File: src/common/mmd_pkg.sv
// Address map constants and target enumeration for the memory map decoder
package mmd_pkg;

  localparam int unsigned ADDR_W     = 24;
  localparam int unsigned SEG_W      = 8;
  localparam int unsigned PAGE_W     = 2;
  localparam int unsigned OFS_W      = 14;
  localparam int unsigned SEG_LSB    = 16;
  localparam int unsigned PAGE_LSB   = 14;

  // Region boundaries, inclusive
  localparam logic [23:0] FLASH_IF_LO  = 24'hffff00;
  localparam logic [23:0] FLASH_IF_HI  = 24'hffffff;
  localparam logic [23:0] TRAP_HI_LO   = 24'hf00000;
  localparam logic [23:0] TRAP_HI_HI   = 24'hfffeff;
  localparam logic [23:0] EPRAM_M_LO   = 24'he88000;
  localparam logic [23:0] EPRAM_M_HI   = 24'hefffff;
  localparam logic [23:0] EPRAM_LO     = 24'he80000;
  localparam logic [23:0] EPRAM_HI     = 24'he87fff;
  localparam logic [23:0] PRAM_M_LO    = 24'he08000;
  localparam logic [23:0] PRAM_M_HI    = 24'he7ffff;
  localparam logic [23:0] PRAM_LO      = 24'he00000;
  localparam logic [23:0] PRAM_HI      = 24'he07fff;
  localparam logic [23:0] FLASH_RS_LO  = 24'hcd0000;
  localparam logic [23:0] FLASH_RS_HI  = 24'hdfffff;
  localparam logic [23:0] FLASH_LO     = 24'hc00000;
  localparam logic [23:0] FLASH_HI     = 24'hccffff;
  localparam logic [23:0] FLASH_INT_LO = 24'hc0f000;
  localparam logic [23:0] FLASH_INT_HI = 24'hc0ffff;
  localparam logic [23:0] EXT_HI_LO    = 24'h400000;
  localparam logic [23:0] EXT_HI_HI    = 24'hbfffff;
  localparam logic [23:0] EXT_IO_LO    = 24'h210000;
  localparam logic [23:0] EXT_IO_HI    = 24'h3fffff;
  localparam logic [23:0] RSV_C_LO     = 24'h20c000;
  localparam logic [23:0] RSV_C_HI     = 24'h20ffff;
  localparam logic [23:0] ALT_LO       = 24'h208000;
  localparam logic [23:0] ALT_HI       = 24'h20bfff;
  localparam logic [23:0] RSV_6_LO     = 24'h206000;
  localparam logic [23:0] RSV_6_HI     = 24'h207fff;
  localparam logic [23:0] SER_LO       = 24'h204000;
  localparam logic [23:0] SER_HI       = 24'h205fff;
  localparam logic [23:0] CAN_LO       = 24'h200000;
  localparam logic [23:0] CAN_HI       = 24'h203fff;
  localparam logic [23:0] EXT_MID_LO   = 24'h010000;
  localparam logic [23:0] EXT_MID_HI   = 24'h1fffff;
  localparam logic [23:0] SREG_LO      = 24'h00fe00;
  localparam logic [23:0] SREG_HI      = 24'h00ffff;
  localparam logic [23:0] DPR_LO       = 24'h00f600;
  localparam logic [23:0] DPR_HI       = 24'h00fdff;
  localparam logic [23:0] DPR_RS_LO    = 24'h00f200;
  localparam logic [23:0] DPR_RS_HI    = 24'h00f5ff;
  localparam logic [23:0] EREG_LO      = 24'h00f000;
  localparam logic [23:0] EREG_HI      = 24'h00f1ff;
  localparam logic [23:0] XREG_LO      = 24'h00e000;
  localparam logic [23:0] XREG_HI      = 24'h00efff;
  localparam logic [23:0] DRAM_LO      = 24'h00a000;
  localparam logic [23:0] DRAM_HI      = 24'h00dfff;
  localparam logic [23:0] DRAM_RS_LO   = 24'h008000;
  localparam logic [23:0] DRAM_RS_HI   = 24'h009fff;
  localparam logic [23:0] EXT_LO_LO    = 24'h000000;
  localparam logic [23:0] EXT_LO_HI    = 24'h007fff;

  // Bit addressable windows
  localparam logic [23:0] DPR_BIT_LO   = 24'h00fd00;
  localparam logic [23:0] SREG_BIT_LO  = 24'h00ff00;
  localparam logic [23:0] EREG_BIT_LO  = 24'h00f100;

  // Mirror folding masks, 32 Kbyte images
  localparam logic [23:0] RAM_MIR_MASK = 24'hff8000;
  localparam logic [23:0] RAM_OFS_MASK = 24'h007fff;
  // Alternate window folds onto the CAN block only
  localparam logic [23:0] ALT_TO_BASE  = 24'h008000;

  localparam int unsigned GPR_COUNT    = 16;
  localparam logic [3:0]  PROT_RST     = 4'h0;

  typedef enum logic [3:0] {
    MMD_TGT_NONE,
    MMD_TGT_FLASH_IF,
    MMD_TGT_FLASH,
    MMD_TGT_PRAM,
    MMD_TGT_EPRAM,
    MMD_TGT_EXT_MEM,
    MMD_TGT_EXT_IO,
    MMD_TGT_CAN,
    MMD_TGT_SER,
    MMD_TGT_SREG,
    MMD_TGT_EREG,
    MMD_TGT_XREG,
    MMD_TGT_DUAL_PORT_RAM,
    MMD_TGT_DRAM,
    MMD_TGT_TRAP
  } mmd_tgt_t;

  typedef enum logic [1:0] {
    MMD_UNIT_PROG,
    MMD_UNIT_DATA,
    MMD_UNIT_SYS
  } mmd_unit_t;

endpackage

File: src/hw/mmd_decoder.sv
`timescale 1ns/1ps
// Registered address decoder and router for the 16 Mbyte linear space
module mmd_decoder
  import mmd_pkg::*;
(
  input  wire logic        core_clk_in,
  input  wire logic        reset_in,
  input  wire logic        fetch_req_in,
  input  wire logic [23:0] fetch_addr_in,
  input  wire logic        data_req_in,
  input  wire logic        data_we_in,
  input  wire logic        data_byte_in,
  input  wire logic        data_bit_in,
  input  wire logic        data_gpr_in,
  input  wire logic [23:0] data_addr_in,
  input  wire logic [3:0]  prot_size_in,
  input  wire logic [3:0]  gpr_num_in,
  input  wire logic        gpr_high_in,
  input  wire logic [23:0] gpr_base_in,
  output mmd_tgt_t         fetch_tgt_out,
  output logic [23:0]      fetch_addr_out,
  output logic             fetch_valid_out,
  output logic             fetch_trap_out,
  output mmd_tgt_t         data_tgt_out,
  output mmd_unit_t        data_unit_out,
  output logic [23:0]      data_addr_out,
  output logic             data_valid_out,
  output logic             data_we_out,
  output logic [1:0]       data_be_out,
  output logic             data_trap_out,
  output logic             data_noopt_out,
  output logic             sysbus_p2d_out,
  output logic             sysbus_d2p_out,
  output logic [7:0]       seg_out,
  output logic [1:0]       page_out
);

  typedef struct packed {
    mmd_tgt_t    tgt;
    logic [23:0] addr;
    logic        trap;
  } mmd_dec_t;

  logic [23:0] gpr_addr;
  logic [23:0] d_addr;

  // General register address: base plus word index, high byte adds one
  always_comb begin
    gpr_addr = gpr_base_in + {19'h00000, gpr_num_in, 1'b0}
               + {23'h000000, gpr_high_in};
  end

  assign d_addr = data_gpr_in ? gpr_addr : data_addr_in;

  // One comparator per window for the data port; fetch reuses the function
  localparam int NREG = 25;
  localparam logic [23:0] LOS [NREG] = '{
    FLASH_IF_LO, TRAP_HI_LO, EPRAM_M_LO, EPRAM_LO, PRAM_M_LO, PRAM_LO,
    FLASH_RS_LO, FLASH_LO, EXT_HI_LO, EXT_IO_LO, RSV_C_LO, ALT_LO,
    RSV_6_LO, SER_LO, CAN_LO, EXT_MID_LO, SREG_LO, DPR_LO, DPR_RS_LO,
    EREG_LO, XREG_LO, DRAM_LO, DRAM_RS_LO, EXT_LO_LO, FLASH_INT_LO};
  localparam logic [23:0] HIS [NREG] = '{
    FLASH_IF_HI, TRAP_HI_HI, EPRAM_M_HI, EPRAM_HI, PRAM_M_HI, PRAM_HI,
    FLASH_RS_HI, FLASH_HI, EXT_HI_HI, EXT_IO_HI, RSV_C_HI, ALT_HI,
    RSV_6_HI, SER_HI, CAN_HI, EXT_MID_HI, SREG_HI, DPR_HI, DPR_RS_HI,
    EREG_HI, XREG_HI, DRAM_HI, DRAM_RS_HI, EXT_LO_HI, FLASH_INT_HI};

  logic [NREG-1:0] dh;
  logic [NREG-1:0] fh;

  genvar gi;
  generate
    for (gi = 0; gi < NREG; gi++) begin : g_win
      mmd_region #(.LO(LOS[gi]), .HI(HIS[gi])) u_d (
        .addr_in (d_addr),
        .hit_out (dh[gi])
      );
      mmd_region #(.LO(LOS[gi]), .HI(HIS[gi])) u_f (
        .addr_in (fetch_addr_in),
        .hit_out (fh[gi])
      );
    end
  endgenerate

  // Window hits to a single target by priority; the internal flash sector window overlaps flash
  function automatic mmd_dec_t map_hits(input logic [NREG-1:0] h,
                                        input logic [23:0] a);
    mmd_dec_t r;
    r.tgt  = MMD_TGT_TRAP;
    r.addr = a;
    r.trap = 1'b0;
    if (h[0]) r.tgt = MMD_TGT_FLASH_IF;
    else if (h[1] || h[6] || h[10] || h[12] || h[18] || h[22])
      r.trap = 1'b1;
    else if (h[2]) begin
      r.tgt  = MMD_TGT_EPRAM;
      r.addr = EPRAM_LO | (a & RAM_OFS_MASK);
    end else if (h[3]) r.tgt = MMD_TGT_EPRAM;
    else if (h[4]) begin
      r.tgt  = MMD_TGT_PRAM;
      r.addr = PRAM_LO | (a & RAM_OFS_MASK);
    end else if (h[5]) r.tgt = MMD_TGT_PRAM;
    else if (h[7]) r.tgt = MMD_TGT_FLASH;
    else if (h[8] || h[15] || h[23]) r.tgt = MMD_TGT_EXT_MEM;
    else if (h[9]) r.tgt = MMD_TGT_EXT_IO;
    else if (h[11]) begin
      r.addr = a - ALT_TO_BASE;
      r.tgt  = (r.addr >= SER_LO) ? MMD_TGT_SER : MMD_TGT_CAN;
      if (r.addr > SER_HI) r.trap = 1'b1;
    end else if (h[13]) r.tgt = MMD_TGT_SER;
    else if (h[14]) r.tgt = MMD_TGT_CAN;
    else if (h[16]) r.tgt = MMD_TGT_SREG;
    else if (h[17]) r.tgt = MMD_TGT_DUAL_PORT_RAM;
    else if (h[19]) r.tgt = MMD_TGT_EREG;
    else if (h[20]) r.tgt = MMD_TGT_XREG;
    else if (h[21]) r.tgt = MMD_TGT_DRAM;
    if (r.trap) r.tgt = MMD_TGT_TRAP;
    return r;
  endfunction

  // Bit addressing: upper dual-port RAM, register bit windows, any general register in dual-port RAM
  function automatic logic bit_ok(input mmd_tgt_t t, input logic [23:0] a,
                                  input logic general_register);
    logic r;
    r = 1'b0;
    if (t == MMD_TGT_DUAL_PORT_RAM) r = general_register || (a >= DPR_BIT_LO);
    else if (t == MMD_TGT_SREG) r = (a >= SREG_BIT_LO);
    else if (t == MMD_TGT_EREG) r = (a >= EREG_BIT_LO);
    return r;
  endfunction

  mmd_dec_t    fdec;
  mmd_dec_t    ddec;
  logic [23:0] prot_top;
  logic        f_trap;
  logic        d_trap;
  logic        d_prog;
  mmd_unit_t   d_unit;

  // Protected span grows in 2 Kbyte steps from the base of program RAM
  assign prot_top = PRAM_LO + {8'h00, 1'b0, prot_size_in, 11'h000};

  always_comb begin
    fdec = map_hits(fh, fetch_addr_in);
    ddec = map_hits(dh, d_addr);
    // Fetches only come from code stores; internal flash sector is not code
    f_trap = fdec.trap
             || !(fdec.tgt inside {MMD_TGT_FLASH, MMD_TGT_PRAM,
                                   MMD_TGT_EPRAM, MMD_TGT_EXT_MEM})
             || fh[24];
    d_trap = ddec.trap
             || (data_we_in && ddec.tgt == MMD_TGT_PRAM
                 && ddec.addr < prot_top)
             || (data_bit_in && !bit_ok(ddec.tgt, ddec.addr, data_gpr_in))
             || (data_we_in && ddec.tgt inside {MMD_TGT_FLASH,
                                                 MMD_TGT_FLASH_IF})
             || (!data_byte_in && ddec.addr[0]);
    // Program-side stores reach the data side over the system bus
    d_prog = ddec.tgt inside {MMD_TGT_FLASH, MMD_TGT_PRAM, MMD_TGT_EPRAM,
                              MMD_TGT_FLASH_IF};
    if (d_prog) d_unit = MMD_UNIT_PROG;
    else if (ddec.tgt inside {MMD_TGT_EXT_MEM, MMD_TGT_EXT_IO,
                              MMD_TGT_CAN, MMD_TGT_SER})
      d_unit = MMD_UNIT_SYS;
    else d_unit = MMD_UNIT_DATA;
  end

  // Fetch side registers
  mmd_tgt_t    f_tgt_d,   f_tgt_q;
  logic [23:0] f_addr_d,  f_addr_q;
  logic        f_vld_d,   f_vld_q;
  logic        f_trp_d,   f_trp_q;

  always_comb begin
    f_vld_d  = fetch_req_in && !f_trap;
    f_trp_d  = fetch_req_in && f_trap;
    f_tgt_d  = fetch_req_in ? (f_trap ? MMD_TGT_TRAP : fdec.tgt)
                            : MMD_TGT_NONE;
    f_addr_d = fdec.addr;
  end

  always_ff @(posedge core_clk_in) begin
    if (reset_in) begin
      f_tgt_q  <= MMD_TGT_NONE;
      f_addr_q <= 24'h000000;
      f_vld_q  <= 1'b0;
      f_trp_q  <= 1'b0;
    end else begin
      f_tgt_q  <= f_tgt_d;
      f_addr_q <= f_addr_d;
      f_vld_q  <= f_vld_d;
      f_trp_q  <= f_trp_d;
    end
  end

  // Data side registers
  mmd_tgt_t    d_tgt_d,   d_tgt_q;
  mmd_unit_t   d_unit_d,  d_unit_q;
  logic [23:0] d_addr_d,  d_addr_q;
  logic        d_vld_d,   d_vld_q;
  logic        d_we_d,    d_we_q;
  logic [1:0]  d_be_d,    d_be_q;
  logic        d_trp_d,   d_trp_q;
  logic        d_nop_d,   d_nop_q;
  logic        p2d_d,     p2d_q;
  logic        d2p_d,     d2p_q;
  logic [7:0]  seg_d,     seg_q;
  logic [1:0]  pg_d,      pg_q;

  always_comb begin
    d_vld_d  = data_req_in && !d_trap;
    d_trp_d  = data_req_in && d_trap;
    d_tgt_d  = data_req_in ? (d_trap ? MMD_TGT_TRAP : ddec.tgt)
                           : MMD_TGT_NONE;
    d_unit_d = d_unit;
    d_addr_d = ddec.addr;
    d_we_d   = data_req_in && data_we_in && !d_trap;
    // Byte lane from address bit 0, word uses both lanes
    d_be_d   = !data_req_in ? 2'h0 : data_byte_in
               ? (ddec.addr[0] ? 2'h2 : 2'h1) : 2'h3;
    d_nop_d  = d_vld_d && ddec.tgt == MMD_TGT_EXT_IO;
    // Both directions may be busy in the same cycle
    p2d_d    = d_vld_d && d_prog && !data_we_in;
    d2p_d    = (d_vld_d && d_prog && data_we_in)
               || (f_vld_d && fdec.tgt == MMD_TGT_EXT_MEM);
    seg_d    = d_addr[SEG_LSB +: SEG_W];
    pg_d     = d_addr[PAGE_LSB +: PAGE_W];
  end

  always_ff @(posedge core_clk_in) begin
    if (reset_in) begin
      d_tgt_q  <= MMD_TGT_NONE;
      d_unit_q <= MMD_UNIT_DATA;
      d_addr_q <= 24'h000000;
      d_vld_q  <= 1'b0;
      d_we_q   <= 1'b0;
      d_be_q   <= 2'h0;
      d_trp_q  <= 1'b0;
      d_nop_q  <= 1'b0;
      p2d_q    <= 1'b0;
      d2p_q    <= 1'b0;
      seg_q    <= 8'h00;
      pg_q     <= 2'h0;
    end else begin
      d_tgt_q  <= d_tgt_d;
      d_unit_q <= d_unit_d;
      d_addr_q <= d_addr_d;
      d_vld_q  <= d_vld_d;
      d_we_q   <= d_we_d;
      d_be_q   <= d_be_d;
      d_trp_q  <= d_trp_d;
      d_nop_q  <= d_nop_d;
      p2d_q    <= p2d_d;
      d2p_q    <= d2p_d;
      seg_q    <= seg_d;
      pg_q     <= pg_d;
    end
  end

  assign fetch_tgt_out   = f_tgt_q;
  assign fetch_addr_out  = f_addr_q;
  assign fetch_valid_out = f_vld_q;
  assign fetch_trap_out  = f_trp_q;
  assign data_tgt_out    = d_tgt_q;
  assign data_unit_out   = d_unit_q;
  assign data_addr_out   = d_addr_q;
  assign data_valid_out  = d_vld_q;
  assign data_we_out     = d_we_q;
  assign data_be_out     = d_be_q;
  assign data_trap_out   = d_trp_q;
  assign data_noopt_out  = d_nop_q;
  assign sysbus_p2d_out  = p2d_q;
  assign sysbus_d2p_out  = d2p_q;
  assign seg_out         = seg_q;
  assign page_out        = pg_q;
endmodule // mmd_decoder

File: src/hw/mmd_region.sv
`timescale 1ns/1ps
// Single address window comparator, inclusive bounds
module mmd_region #(
  parameter logic [23:0] LO = 24'h000000,
  parameter logic [23:0] HI = 24'h000000
) (
  input  wire logic [23:0] addr_in,
  output logic             hit_out
);
  assign hit_out = (addr_in >= LO) && (addr_in <= HI);
endmodule // mmd_region

File: config.mk
export PLATFORM = sky130hd
export DESIGN_NAME = mmd_decoder
export DESIGN_NICKNAME = d
export VERILOG_FILES = /design/src/common/mmd_pkg.sv /design/src/hw/mmd_decoder.sv /design/src/hw/mmd_region.sv
export SDC_FILE = /design/constraint.sdc
export NUM_CORES = 1
export LEC_CHECK = 0
export BUFFER_PORTS_ARGS = -buffer_cell sky130_fd_sc_hd__buf_2
export CAP_MARGIN = 10
export CORE_MARGIN = 10
export CORE_UTILIZATION = 35
export CTS_BUF_LIST = sky130_fd_sc_hd__clkbuf_8
export DETAILED_ROUTE_END_ITERATION = 8
export SLEW_MARGIN = 0
export SYNTH_ARGS = -nofsm -noshare
export SYNTH_HDL_FRONTEND = slang
export SYNTH_SLANG_ARGS = --single-unit
File: constraint.sdc
create_clock -name core_clk_in -period 10 [get_ports core_clk_in]
set_input_delay 1 -clock core_clk_in [delete_from_list [all_inputs] [get_ports core_clk_in]]
set_output_delay 1 -clock core_clk_in [all_outputs]
set_load 0.05 [all_outputs]
Word-level counts from Yosys, hierarchy flattened
Index checks and enable logic that the tools add are counted.
{"block": "totals", "reg_bits": 78, "latch_bits": 0, "ramBits": 0, "mem_bits_ro": 0, "input_bits": 89, "output_inout_bits": 78, "wordCells": 329, "mem_count": 0}
{"block": "op_classes", "n_addsub": 5, "multipliers": 0, "n_div": 0, "magnitude_cmp": 106, "eq_ne": 15, "n_shift": 0, "muxes": 80, "n_bitwise": 2, "reduce_logical": 102}
{"operator": "$mux W25", "n": 24}
{"operator": "$le A24 B24 Y1 const B", "n": 19}
{"operator": "$ge A24 B16 Y1 const B", "n": 17}
{"operator": "$ge A24 B24 Y1 const B", "n": 17}
{"operator": "$ge A24 B22 Y1 const B", "n": 14}
{"operator": "$le A24 B16 Y1 const B", "n": 14}
{"operator": "$le A24 B22 Y1 const B", "n": 12}
{"operator": "$mux W28", "n": 6}
{"operator": "$mux W4", "n": 32}
{"operator": "$logic_and A1 B1 Y1", "n": 65}
{"operator": "$ge A24 B1 Y1 const B", "n": 2}
{"operator": "$ge A24 B17 Y1 const B", "n": 2}
{"operator": "$ge A24 B23 Y1 const B", "n": 2}
{"operator": "$gt A24 B22 Y1 const B", "n": 2}
{"operator": "$le A24 B15 Y1 const B", "n": 2}
{"operator": "$le A24 B21 Y1 const B", "n": 2}
{"operator": "$sub A24 B16 Y24 const B", "n": 2}
{"operator": "$add A24 B1 Y24", "n": 1}
{"operator": "$add A24 B5 Y24", "n": 1}
{"operator": "$eq A4 B3 Y1 const B", "n": 6}
{"operator": "$lt A24 B24 Y1", "n": 1}
{"operator": "$mux W24", "n": 1}
{"operator": "$add A22 B16 Y23 const A", "n": 1}
{"operator": "$logic_or A1 B1 Y1", "n": 22}
{"operator": "11 further kinds", "n": 43}

Logic depth before layout (Yosys ltp)
{"block": "depth", "depth_word": 37, "ltp_mapped": 22, "depth_no_buf": 19}

Hierarchy
A second synthesis with hierarchy kept.
{"block": "hier_totals", "cells_unflattened": 765, "area_unflattened_um2": 6150.9}
{"mod": "mmd_decoder", "n_inst": 1, "cells_each": 565, "area_each_um2": 4510.6, "seq_area_each_um2": 1541.5}
{"mod": "mmd_region at g_win[3].u_d ...", "n_inst": 2, "cells_each": 9, "area_each_um2": 67.6, "seq_area_each_um2": 0.0}
{"mod": "mmd_region at g_win[17].u_d ...", "n_inst": 2, "cells_each": 6, "area_each_um2": 65.1, "seq_area_each_um2": 0.0}
{"mod": "mmd_region at g_win[13].u_d ...", "n_inst": 4, "cells_each": 4, "area_each_um2": 27.5, "seq_area_each_um2": 0.0}
{"mod": "mmd_region at g_win[23].u_d ...", "n_inst": 4, "cells_each": 3, "area_each_um2": 26.3, "seq_area_each_um2": 0.0}
{"mod": "mmd_region at g_win[16].u_d ...", "n_inst": 2, "cells_each": 5, "area_each_um2": 48.8, "seq_area_each_um2": 0.0}
{"mod": "mmd_region at g_win[19].u_d ...", "n_inst": 2, "cells_each": 5, "area_each_um2": 45.0, "seq_area_each_um2": 0.0}
{"mod": "mmd_region at g_win[18].u_d ...", "n_inst": 2, "cells_each": 6, "area_each_um2": 38.8, "seq_area_each_um2": 0.0}
{"mod": "mmd_region at g_win[0].u_d ...", "n_inst": 2, "cells_each": 5, "area_each_um2": 37.5, "seq_area_each_um2": 0.0}
{"mod": "mmd_region at g_win[20].u_d ...", "n_inst": 2, "cells_each": 4, "area_each_um2": 37.5, "seq_area_each_um2": 0.0}
{"mod": "mmd_region at g_win[21].u_d ...", "n_inst": 2, "cells_each": 5, "area_each_um2": 35.0, "seq_area_each_um2": 0.0}
{"mod": "mmd_region at g_win[10].u_d ...", "n_inst": 2, "cells_each": 3, "area_each_um2": 33.8, "seq_area_each_um2": 0.0}
{"mod": "mmd_region at g_win[1].u_d ...", "n_inst": 2, "cells_each": 6, "area_each_um2": 33.8, "seq_area_each_um2": 0.0}
{"mod": "mmd_region at g_win[11].u_d ...", "n_inst": 2, "cells_each": 3, "area_each_um2": 32.5, "seq_area_each_um2": 0.0}
{"mod": "10 more rows"}

Worst setup path before layout
OpenSTA, ideal clock, no wires.
{"block": "synth_timing", "path_kind": "in2reg", "from": "in gpr_num_in[3]", "to": "reg d_tgt_q[2], in the netlist data_tgt_out[2]", "setup_ns": 0.120, "t_arrival_ns": 5.706, "required_ns": 9.880, "path_slack_ns": 4.174, "path_stages": 22, "path_buffers": 4, "path_cell_list": "ha_1 > buf_4 > nand3_1 > or2_1 > buf_6 > a211oi_2 > xnor2_1 > a21oi_2 > buf_2 > ha_1 > o21ai_0 > a2111oi_2 > nand4_1 > or4_1 > a221oi_2 > nand2b_1 > a31oi_1 > or3_1 > and3_1 > o311a_1 > buf_6 > o31a_1"}
{"block": "synth_via", "elab_chain_cells": 33, "elab_cells_between_ends": 146, "cone_classes": "add/sub (3); order compare (54); eq/ne (6); mux (40); reduce/logical (43)"}
{"element": "from (decl)", "line_no": "mmd_decoder.sv:17", "text": "input wire logic [3:0] gpr_num_in,"}
{"element": "$add A24 B5 Y24 (*)", "line_no": "mmd_decoder.sv:49", "text": "gpr_addr = gpr_base_in + {19'h00000, gpr_num_in, 1'b0}"}
{"element": "$add A24 B1 Y24 (*)", "line_no": "mmd_decoder.sv:50", "text": "+ {23'h000000, gpr_high_in};"}
{"element": "$mux W24 (*)", "line_no": "mmd_decoder.sv:53", "text": "assign d_addr = data_gpr_in ? gpr_addr : data_addr_in;"}
{"element": "named net d_addr[15]", "line_no": "mmd_decoder.sv:45", "text": "logic [23:0] d_addr;"}
{"element": "branches (longest 29 deep; another with $sub A24 B16 Y24)"}
{"element": "$mux W4 (*)", "line_no": "mmd_decoder.sv:213", "text": "d_tgt_d = data_req_in ? (d_trap ? MMD_TGT_TRAP : ddec.tgt)"}
{"element": "to (signal assigned)", "line_no": "mmd_decoder.sv:245", "text": "d_tgt_q <= d_tgt_d;"}
{"element": "to (decl)", "line_no": "mmd_decoder.sv:197", "text": "mmd_tgt_t d_tgt_d, d_tgt_q;"}
Mark *: on every way through the listed nets, which the timed path passes. The select of a mux whose other input is x is not followed.
A chain may end at the register's enable or synchronous reset.

Worst setup path in the final report
{"block": "layout_timing", "from": "in gpr_num_in[3]", "to": "reg d_tgt_q[1], in the netlist data_tgt_out[1]"}
{"block": "layout_via", "elab_chain_cells": 33, "elab_cells_between_ends": 146, "cone_classes": "add/sub (3); order compare (54); eq/ne (6); mux (40); reduce/logical (43)"}
{"element": "$add A24 B5 Y24 (*)", "line_no": "mmd_decoder.sv:49"}
{"element": "$add A24 B1 Y24 (*)", "line_no": "mmd_decoder.sv:50"}
{"element": "$mux W24 (*)", "line_no": "mmd_decoder.sv:53"}
{"element": "branches (longest 29 deep; another with $sub A24 B16 Y24)"}
{"element": "$mux W4 (*)", "line_no": "mmd_decoder.sv:213"}
Mark *: on every way between the ends. The select of a mux whose other input is x is not followed.

==> impl_metrics.ini <==
[job]
maxCapViolCount = 0

[timing]
drv_slew = 0
setup_tns_ps = 0
setup_viol = 0
worst_slack_ps = 3650
max_freq_ghz = 0.157
slew_headroom_pct = 38.0
hold_violations = 0
rsz0062_at_grt = false
min_period_over_period_pct = 63.5
finalCriticalPeriod_ps = 6350
worst_pin_slew_ps = 930

[final_layout]
fill_cells = 1664
area_growth_pct = 20.2
final_cell_area_um2 = 6770
nets = 974
drive_gt1_share_pct = 25.7

[grt]
grt_antenna_before_repair = 1
first_global_vias = 5962
grt_pass1_wl_mm = 32.0
grt.total_usage_pct = 18.1
grt-ovfl-total = 0
grt_start_max_net_pins = 73

[clock_tree]
h-tree-depth = 3
cts_resized = 0
cts-root-buf = clkbuf_8
tritoncts = built
holdBufCountCts = 0
clock_path_buffers = 2
clk_transition_reported_paths_ps = 80
cts_sinks = 77
cts_setup_buffers = 0
cts_buffers = 9

[routing]
postRouteAntennaNets = 0
vias = 6176
detail_route.wl_per_cell_um = 18.5
drc = 0
avgViaCountPerCell = 5.65
drt-total-wl_mm = 20.2
dr.first_iter.drc_count = 577
drt_pass1_iterations = 5

[power_and_ir_drop]
p_leak_nw = 2.81
ir_worst_vdd_v = 0.0000593
power_density_nw_per_um2 = 126

[synth]
synth.distinct_cells = 94
ys_ff_latch = 77
netlist_instances = 727
yosysWarnings = 0
synth_edf_count = 0
synth.avg_cell_area_um2 = 7.75
ys_seq_area_share_pct = 27.4
netlist_area_um2 = 5630
async_flop_share_pct = 0
synth_ff_type = dfxtp_1
syn_nets = 830

[setup_path]
worst-setup-path-type = primary input to flip-flop
crit_fanout = 14
start_kind = primary input
critPathCaptureType = flip-flop
crit_required_ps = 10260
arrival_ps = 6610

[die]
rows = 46
die-width_um = 147
fp.dieH_um = 147
num_io_pins = 167
initial_core_util_pct = 35.6
core_area_um2 = 15800
dieArea_um2 = 21600

[placed_design]
dp_hpwl_mm = 16.2
routabilityCongestion = 0.940
post_dp_cell_area_um2 = 6580
portBuffers = 166
pre_cts_slack_ps = 3300

[worst_hold_path]
hold_path.class = primary input to flip-flop

[outcome]
outcome = complete, no violations
-- registers in the layout (all words and copies together), names as in the netlist --
register,cells
data_addr_out,24
fetch_trap_out,1
fetch_tgt_out,4
fetch_valid_out,1
page_out,1
sysbus_p2d_out,1
data_valid_out,1
data_unit_out,2
data_tgt_out,4
fetch_addr_out,24
seg_out,8
data_we_out,1
data_be_out,2
data_trap_out,1
sysbus_d2p_out,1
data_noopt_out,1
-- path summary, 6_finish.rpt --
check | start | end | slack (ps) | cells after the start
worst max-delay path | gpr_num_in[3] | data_tgt_out[1] | 3650 | 19
worst min-delay path | data_byte_in | data_be_out[0] | 850 | 2
-- cells in the final DEF, fill, tap and decap left out, drive strengths merged, types with 8 or more instances in the layout --
cell,n
a21oi,45
nand3,23
nor2,76
a31oi,11
a2111oi,8
nand2b,17
clkbuf,9
ha,13
nand4,16
nor2b,33
buf,171
a211oi,17
xnor2,9
inv,31
and2,11
and3,11
dfxtp,77
o21ai,29
nor4,15
nand2,64
or2,8
nor3,31
-- report_power, final --
| part | internal [mW] | switching [mW] | total, mW | leakage (nW) |
|---|---|---|---|---|
| clock network | 0.114 | 0.113 | 0.227 | 0.0941 |
| logic | 0.0842 | 0.210 | 0.294 | 2.08 |
| registers | 0.327 | 0.00575 | 0.333 | 0.640 |
-- worst max-delay path: stages --
cell and delay (ps):
buf_2 100, ha_1 450, nand3_1 130, or2_1 390, a211oi_2 410, xnor2_1 180, a21oi_2 540, ha_1 260
o21ai_0 100, a2111oi_2 340, nand4_1 200, or4_1 670, a221oi_2 350, nand2b_1 150, a31oi_1 90, or3_1 340
and3_1 180, o311a_1 410, o31a_1 310
-- cell type report --
type,count,area [um2],area share [%]
clock buffers,9,124,1.83
well taps,216,270,3.99
multi-input cells,582,3780,55.9
diodes,1,2.50,0.0370
clock inverters,7,68.8,1.02
flip-flops and latches,77,1540,22.8
inverters,30,113,1.66
repair buffers,171,868,12.8
-- synth_stat cells, types with 5 or more instances --
cell type  number  share of area, %
o22ai_1         6              0.67
o2111a_1        5               1.0
dfxtp_1        77                27
a211o_1         6              0.93
or2_2           5              0.56
nor2_1         76               5.1
o21ai_0        26               2.3
a311oi_1        5              0.78
a31oi_1        11               1.2
mux2i_1         5              0.89
nor2b_1        33               3.7
o211ai_1        6              0.80
or3_1           6              0.67
nand3_1        23               2.0
xor2_1          6              0.93
nor3b_1         5              0.67
nand4b_1        5              0.78
nand2_1        63               4.2
a21o_1          7              0.93
and3_1         11               1.2
xnor2_1         9               1.4
buf_2           9              0.80
clkbuf_1       17               1.1
nor3_1         29               2.6
ha_1           13               2.9
and2_1         11               1.2
inv_1          29               1.9
o31a_1          5              0.78
a2111oi_0       5              0.78
or4_1           5              0.67
nand4_1        13               1.4
nor4_1         12               1.3
buf_4           7              0.93
nand2b_1       17               1.9
a211oi_1       13               1.7
a21oi_1        43               3.8
o31ai_1         5              0.67
-- routing by layer --
metal  track usage, %  up-vias  part of all wire (%)  wire length (um)
met3             4.24       41                   7.3              1480
met2             30.4      274                    47              9470
met5                0        -                     0                 0
met1             22.0     2878                    43              8680
met4             6.71        0                   3.1               618
li1                 -     2983                     -                 -
-- kinds of logic after synthesis --
family	Yosys count	share of synthesized area [%]
simple gates	344	33.2
compound gates	203	27.3
flops	77	27.4
buf+inv	68	5.46
xor+xnor	15	2.33
fa+ha+maj	14	3.24
mux	6	1.09
-- through the flow --
stage / power [mW] / utilization, % / cells / hold WS [ps]
2_1_floorplan: 0.546 / - / 727 / 1090
3_5_place_dp: 0.632 / 41.5 / 1076 / 1230
3_3_place_gp: 0.632 / 41.5 / 1076 / 1220
5_1_grt: 0.897 / 42.8 / 1093 / 850
4_1_cts: 0.861 / 42.8 / 1092 / 826
6_report: 0.854 / 42.8 / 1093 / 850
No activity file was read; power rests on OpenSTA's default activity.
